File: config.mk
export PLATFORM = sky130hd
export DESIGN_NAME = low_voltage_detector_control
export DESIGN_NICKNAME = d
export VERILOG_FILES = /design/src/rtl/lvd_pkg.sv /design/src/rtl/low_voltage_detector_control.sv
export SDC_FILE = /design/constraint.sdc
export NUM_CORES = 1
export LEC_CHECK = 0
export BUFFER_PORTS_ARGS = -buffer_cell sky130_fd_sc_hd__buf_2
export CAP_MARGIN = 30
export CELL_PAD_IN_SITES_DETAIL_PLACEMENT = 1
export CELL_PAD_IN_SITES_GLOBAL_PLACEMENT = 1
export CORE_MARGIN = 2
export CORE_UTILIZATION = 33
export DETAILED_ROUTE_END_ITERATION = 8
export PLACE_DENSITY = 0.75
export RECOVER_POWER = 25
export SLEW_MARGIN = 30
export SYNTH_ARGS = -nofsm -noshare
export SYNTH_HDL_FRONTEND = slang
export SYNTH_SLANG_ARGS = --single-unit
File: constraint.sdc
create_clock -name clk -period 1.35 [get_ports clk]
set_input_delay 0.27 -clock clk [delete_from_list [all_inputs] [get_ports clk]]
set_output_delay 0.27 -clock clk [all_outputs]
set_load 0.05 [all_outputs]
File: src/rtl/lvd_pkg.sv
// package: register map, field positions and reset values of the supply detector control
package lvd_pkg;
   // ----------------------------------------
   // register map
   // ----------------------------------------
   localparam logic [1:0] ctrl_addr = 2'h0;
   localparam logic [1:0] thresh_addr = 2'h1;
   localparam logic [1:0] int_addr = 2'h2;
   localparam logic [1:0] rsrc_addr = 2'h3;
   // ----------------------------------------
   // field positions
   // ----------------------------------------
   localparam int enable_bit = 7;
   localparam int mode_bit = 1;
   localparam int flag_bit = 0;
   localparam int rsrc_bit = 0;
   localparam int req_bit = 0;
   localparam int mask_bit = 1;
   // ----------------------------------------
   // reset values and timing
   // ----------------------------------------
   localparam logic [7:0] ctrl_reset = 8'h00;
   localparam logic [3:0] thresh_reset = 4'h0;
   localparam logic [3:0] lowest_threshold = 4'hA;
   localparam int stab_time_ns = 10000;
   localparam int clk_period_ns = 5;
   localparam int stab_cycles = (stab_time_ns + clk_period_ns - 1) / clk_period_ns;

   typedef struct packed {
      logic enable;
      logic mode;
   } ctrl_type;

   typedef struct packed {
      logic [1:0] addr;
      logic [7:0] wdata;
      logic wr;
      logic rd;
   } bus_req_type;
endpackage : lvd_pkg

File: src/rtl/low_voltage_detector_control.sv
// supply detector control: reset/interrupt generation from a low-voltage comparator
//
// The placing of the registers and the strobed register port were left to the implementer.
`timescale 1ns/100ps
module low_voltage_detector_control (
   input wire logic clk,
   input wire logic rst,
   input wire logic default_start_option,
   input wire logic comparator_below,
   input wire logic [1:0] addr,
   input wire logic [7:0] wdata,
   input wire logic wr,
   input wire logic rd,
   output logic [7:0] rdata,
   output logic [3:0] threshold_select_bits,
   output logic comparator_on,
   output logic internal_reset,
   output logic supply_crossing_interrupt
);
   // ----------------------------------------
   // state
   // ----------------------------------------
   lvd_pkg::ctrl_type ctrl_reg, ctrl_next;
   logic [3:0] thresh_reg, thresh_next;
   logic sync1_reg, sync2_reg, below_reg;
   logic below_next;
   logic req_reg, req_next, mask_reg, mask_next;
   logic rsrc_reg, rsrc_next, lvd_rst_reg, lvd_rst_next;
   logic irq_next;
   logic [7:0] rdata_next;
   logic started_reg;
   logic active;
   logic crossing;

   assign active = ctrl_reg.enable | (default_start_option & ~started_reg);
   assign crossing = ctrl_reg.enable & ~ctrl_reg.mode & (sync2_reg != below_reg);

   // ----------------------------------------
   // next state
   // ----------------------------------------
   always_comb begin
      ctrl_next = ctrl_reg;
      thresh_next = thresh_reg;
      below_next = active ? sync2_reg : 1'b0;
      req_next = req_reg;
      mask_next = mask_reg;
      rsrc_next = rsrc_reg;
      irq_next = 1'b0;
      rdata_next = 8'h00;
      // reset only on a level, so entering reset mode while above makes none
      lvd_rst_next = active & (ctrl_reg.mode | ~started_reg) & sync2_reg;
      if (wr) begin
         case (addr)
            lvd_pkg::ctrl_addr: begin
               ctrl_next.enable = wdata[lvd_pkg::enable_bit];
               ctrl_next.mode = wdata[lvd_pkg::mode_bit];
               if (ctrl_reg.enable & ~wdata[lvd_pkg::enable_bit] & ~ctrl_reg.mode & sync2_reg) begin
                  irq_next = 1'b1;
               end
            end
            lvd_pkg::thresh_addr: thresh_next = wdata[3:0];
            lvd_pkg::int_addr: begin
               req_next = wdata[lvd_pkg::req_bit];
               mask_next = wdata[lvd_pkg::mask_bit];
            end
            lvd_pkg::rsrc_addr: rsrc_next = wdata[lvd_pkg::rsrc_bit];
            default: ;
         endcase
      end
      if (crossing) begin
         irq_next = 1'b1;
      end
      if (irq_next) begin
         req_next = 1'b1; // set wins over a same-cycle clear
      end
      if (lvd_rst_reg) begin
         rsrc_next = 1'b1;
      end
      if (rd) begin
         case (addr)
            lvd_pkg::ctrl_addr: rdata_next = {ctrl_reg.enable, 5'h00, ctrl_reg.mode, below_reg};
            lvd_pkg::thresh_addr: rdata_next = {4'h0, thresh_reg};
            lvd_pkg::int_addr: rdata_next = {6'h00, mask_reg, req_reg};
            lvd_pkg::rsrc_addr: rdata_next = {7'h00, rsrc_reg};
            default: rdata_next = 8'h00;
         endcase
      end
   end

   // ----------------------------------------
   // registers
   // ----------------------------------------
   always_ff @(posedge clk) begin
      sync1_reg <= comparator_below;
      sync2_reg <= sync1_reg;
      if (rst) begin
         // a reset raised by this block after the power-up hold keeps its own settings
         if (!lvd_rst_reg || !started_reg) begin
            ctrl_reg <= '0;
            thresh_reg <= lvd_pkg::thresh_reset;
         end
         mask_reg <= 1'b1;
         req_reg <= 1'b0;
         rsrc_reg <= rsrc_next;
         below_reg <= 1'b0;
         lvd_rst_reg <= lvd_rst_next;
         rdata <= 8'h00;
         started_reg <= started_reg & lvd_rst_reg;
      end else begin
         ctrl_reg <= ctrl_next;
         thresh_reg <= thresh_next;
         mask_reg <= mask_next;
         req_reg <= req_next;
         rsrc_reg <= rsrc_next;
         below_reg <= below_next;
         lvd_rst_reg <= lvd_rst_next;
         rdata <= rdata_next;
         started_reg <= started_reg | ~lvd_rst_next;
      end
   end

   always_ff @(posedge clk) begin
      threshold_select_bits <= (default_start_option & ~started_reg) ?
         lvd_pkg::lowest_threshold : thresh_reg;
      comparator_on <= active;
      internal_reset <= lvd_rst_next;
      // no pulse while reset holds, the mask is forced on then anyway
      supply_crossing_interrupt <= ~rst & irq_next & ~mask_next;
   end
endmodule : low_voltage_detector_control

### Word level (Yosys, flattened, before mapping)

Cells that the tools add are included.

| storage, ports and cells | value |
|---|---|
| register bits after elaboration | 28 |
| latch bits | 0 |
| RAM bits | 0 |
| memory bits (read-only) | 0 |
| input bits | 16 |
| output and inout port bits | 15 |
| memories kept | 0 |

| cells by class | value |
|---|---|
| $add $sub $neg | 0 |
| multiply operators | 0 |
| div/mod/pow operators | 0 |
| $lt $le $gt $ge | 0 |
| equality and inequality tests | 5 |
| shift-type cells | 0 |
| muxes and demuxes | 19 |
| bitwise logic cells | 22 |
| reduce and logical (&&, ||, !) cells | 15 |

Operators with widths:

| kind | number |
|---|---|
| 8-bit case mux with 4 select lines | 1 |
| 4-bit two-way mux | 4 |
| 1-bit bitwise AND | 11 |
| 1-bit two-way mux | 10 |
| 2-bit nonzero test | 5 |
| 2-bit two-way mux | 4 |
| 1-bit NOT | 8 |
| 3-bit AND reduction | 2 |
| 2-bit equality test, second input constant | 2 |
| 2-bit AND reduction | 2 |
| 2-bit OR reduction | 2 |
| 1-bit OR | 3 |
| 2-bit by 1-bit equality test with 1-bit output, second input constant | 1 |
| 1-bit logical NOT | 2 |
| 2-bit logical NOT | 1 |
| 2-bit by 1-bit inequality test with 1-bit output, second input constant | 1 |
| 1-bit logical OR | 1 |
| 1-bit inequality test | 1 |

### Longest topological paths before layout

| depth | value |
|---|---|
| depth in word-level cells | 10 |
| depth in mapped cells | 4 |
| mapped depth without buffers | 3 |

### Worst setup path before layout

No wires, ideal clock.

| timing | value |
|---|---|
| path kind | input -> register |
| start | input port addr[1] |
| end | register thresh_reg[0], enable pin |
| setup time | 0.361 ns |
| arrival | 0.986 ns |
| data required time | 0.989 ns |
| path slack | 0.003 ns |
| stages on the path | 4 |
| buffers on the path | 1 |
| path through | buf_4 nor2b_1 inv_1 o21ai_0 |

| on the way | value |
|---|---|
| cells in the longest elaborated chain, start to end | 3 |

Ends and longest elaborated chain:

| item | RTL line | text |
|---|---|---|
| start, declared | low_voltage_detector_control.sv:10 | `input wire logic [1:0] addr,` |
| 2-bit by 1-bit equality test with 1-bit output | low_voltage_detector_control.sv:53 | `case (addr)` |
| 2-bit nonzero test (no source line) | n/a |  |
| 3-bit AND reduction (no source line) | n/a |  |
| end signal, assigned | low_voltage_detector_control.sv:100 | `thresh_reg <= lvd_pkg::thresh_reset;` |
| end signal, assigned | low_voltage_detector_control.sv:111 | `thresh_reg <= thresh_next;` |
| end, declared | low_voltage_detector_control.sv:24 | `logic [3:0] thresh_reg, thresh_next;` |

No other way between the ends.
A chain may end at the register's enable or synchronous reset.

### Final worst setup path

| timing | value |
|---|---|
| start | register internal_reset |
| end | output port internal_reset |

RTL lines:

| item | RTL line | text |
|---|---|---|
| start, declared | low_voltage_detector_control.sv:17 | `output logic internal_reset,` |
| start signal, assigned | low_voltage_detector_control.sv:126 | `internal_reset <= lvd_rst_next;` |

No word-level cell between the ends.

==> results.json <==
{
  "largest_register_ffs": 5,
  "grt_pass1_wl_mm": 2.93,
  "synth_compound_area_share_pct": 5.53,
  "synth-simple-area-share_pct": 21.3,
  "wl_per_cell_microns": 12.3,
  "clkTransAtPathRegs_ns": 0.14,
  "syn-cell-area_sq_um": 928,
  "ys.flop_type": "dfxtp_1",
  "drt-initial-drc-count": 6,
  "multi_input_area_sq_um": 323,
  "finalPower_w": 0.00142,
  "fin_crit_sh_pct": 91.4,
  "antenna_found_initial": 0,
  "synthTopCellsByArea": "dfxtp_1 41%, edfxtp_1 19%, nor2b_1 5.4%",
  "ant_nets": 0,
  "path_class": "register to output pin",
  "grt_max_degree": 15,
  "place_congestion": 0.715,
  "ys_seq_elements": 25,
  "rows": 19,
  "powerDensity_nw_per_um2": 1300,
  "maxCapViolations": 0,
  "io_pins": 31,
  "grt.total_usage_pct": 12.4,
  "crit_path_start": "internal_reset",
  "outcome": "complete, no violations",
  "hold_viol_final": 0,
  "diodes": 0,
  "vias": 637,
  "drtPass1Iterations": 3,
  "finalMaxSlewViolations": 0,
  "portBuffers": 24,
  "cts.sinks": 25,
  "post-route-min-period_ns": 1.23,
  "yosys-mux-area-fraction_pct": 6.74,
  "numCtsBuffers": 3,
  "worst-endpoint-required_ns": 1.08,
  "cp_num_buf_inv": 1,
  "crit_path_start_kind": "register",
  "cpPeakStageDelay_ns": 0.37,
  "final-setup-viol-count": 0,
  "routed_wl_mm": 1.71,
  "synth_top_family_by_area": "simple AND/OR/NAND/NOR gates",
  "leakagePower_nw": 0.494,
  "yosysTopAreaCell": "dfxtp_1",
  "cts_hold_buf": 0,
  "clock_path_buffers": 2,
  "min_path_type": "primary input to register",
  "path_cells": "buf_2",
  "async_reset_ff_share_pct": 0,
  "synth_xor_area_share_pct": 0,
  "ys_warn_count": 0,
  "rsz0062_at_grt": "false",
  "drive_gt1_share_pct": 29.6,
  "num-fill-cells": 327,
  "post_cts_resize_count": 0,
  "min_from": "comparator_below",
  "max_freq_mhz": 810,
  "cts_tree": "done",
  "cts_root_buf": "clkbuf_4",
  "ys_seq_area_share_pct": 60.4,
  "finalSetupTns_ns": 0,
  "start_util_pct": 34.3,
  "synth-adder-area-share_pct": 0,
  "synth_top_area_share_pct": 41.0,
  "worst_ir_drop_vdd_mv": 0.649,
  "place_hpwl_mm": 1.37,
  "mostFrequentLayoutCell": "buf_2",
  "first_global_vias": 677,
  "clk_latency_ns": 0.32,
  "synthDistinctLibCells": 26,
  "avgSynthCellArea_sq_um": 11.5,
  "synth_edf_count": 6,
  "seq_area_sq_um": 561,
  "core_area_sq_um": 2710,
  "synthToLayoutAreaGrowth_pct": 17.8,
  "critical_path.max_fanout": 3,
  "cpLargestDelayFamily": "flip-flops",
  "overflow": 0,
  "finalNetCount": 125,
  "htreeDepth": 1,
  "layout_common_cells": "22 x buf_2, 19 x dfxtp_1, 8 x nor2b_1",
  "die_h_microns": 57.0,
  "die_w_microns": 57.0,
  "syn_inst": 81,
  "cp.arrival_ns": 0.96,
  "finalClockSkew_ns": 0.0113,
  "viasPerCell": 4.58,
  "dieArea_sq_um": 3250,
  "cts_setup_buffers": 0,
  "critPathSlowestCell": "dfxtp_1",
  "reg2reg_from": "thresh_reg[0]",
  "drc": 0,
  "critPathCaptureType": "output pin",
  "rrSetupSlack_ns": 0.22
}
## report_power, final
part,leakage (nW),internal [W],total (W),switching (W)
Combinational,0.258,0.0000751,0.000239,0.000164
Sequential,0.218,0.000821,0.000844,0.0000224
Clock,0.0177,0.000111,0.000334,0.000223
## through the flow
step | hold WS [ns] | utilization, % | setup slack [ns] | area [sq um] | cells
finish | 0.0436 | 40.4 | 0.116 | 1090 | 139
global route | 0.0161 | 40.4 | 0.0803 | 1090 | 139
CTS | 0.0306 | 40.6 | 0.0903 | 1100 | 139
detailed placement | 0.316 | 39.6 | 0.0583 | 1070 | 135
global placement | 0.311 | 39.6 | 0.0709 | 1070 | 135
floorplan | 0.298 | - | 0.00276 | 936 | 83
## worst register-to-register path, cell delays in order (launching register included)
cell,delay (ns)
edfxtp_1,0.42
mux4_2,0.47
and2_1,0.17
## final cells by class
type                            instances  share of cell area [%]
Tap cell                               31                    3.55
Clock inverter                          1                   0.458
Inverter                                2                   0.686
Multi-Input combinational cell         50                    29.5
Timing Repair Buffer                   27                    12.5
Clock buffer                            3                    2.06
Sequential cell                        25                    51.3
## cell families after synthesis
group                  after synthesis
and+or+nand+nor                     34
muxes                                5
other                                1
buffers and inverters                8
AOI/OAI and AO/OA                    8
DFF                                 25
## cells in the mapped netlist, types with 2 or more instances
| cell type | count |
|---|---|
| nand2b_1 | 6 |
| inv_1 | 2 |
| nor2b_1 | 8 |
| nor2_1 | 4 |
| o21ai_0 | 2 |
| nand2_1 | 5 |
| buf_4 | 4 |
| mux2i_1 | 4 |
| and3_1 | 2 |
| or2_2 | 2 |
| and2_1 | 3 |
| a21oi_1 | 2 |
| dfxtp_1 | 19 |
| edfxtp_1 | 6 |
## per-layer routing
layer	wire [microns]	up-vias	GRT usage, %
li1	-	318	-
met1	736	296	14.1
met2	822	19	20.0
met3	92	4	2.72
met4	62	0	9.97
met5	0	-	0
## final timing paths
| kind | to | cells past startpoint |
|---|---|---|
| min reg2reg | sync2_reg | 0 |
| max reg2reg | rdata[0] | 2 |
| max | internal_reset | 1 |
| min | sync1_reg | 1 |
(Power assumes the default switching activity.)
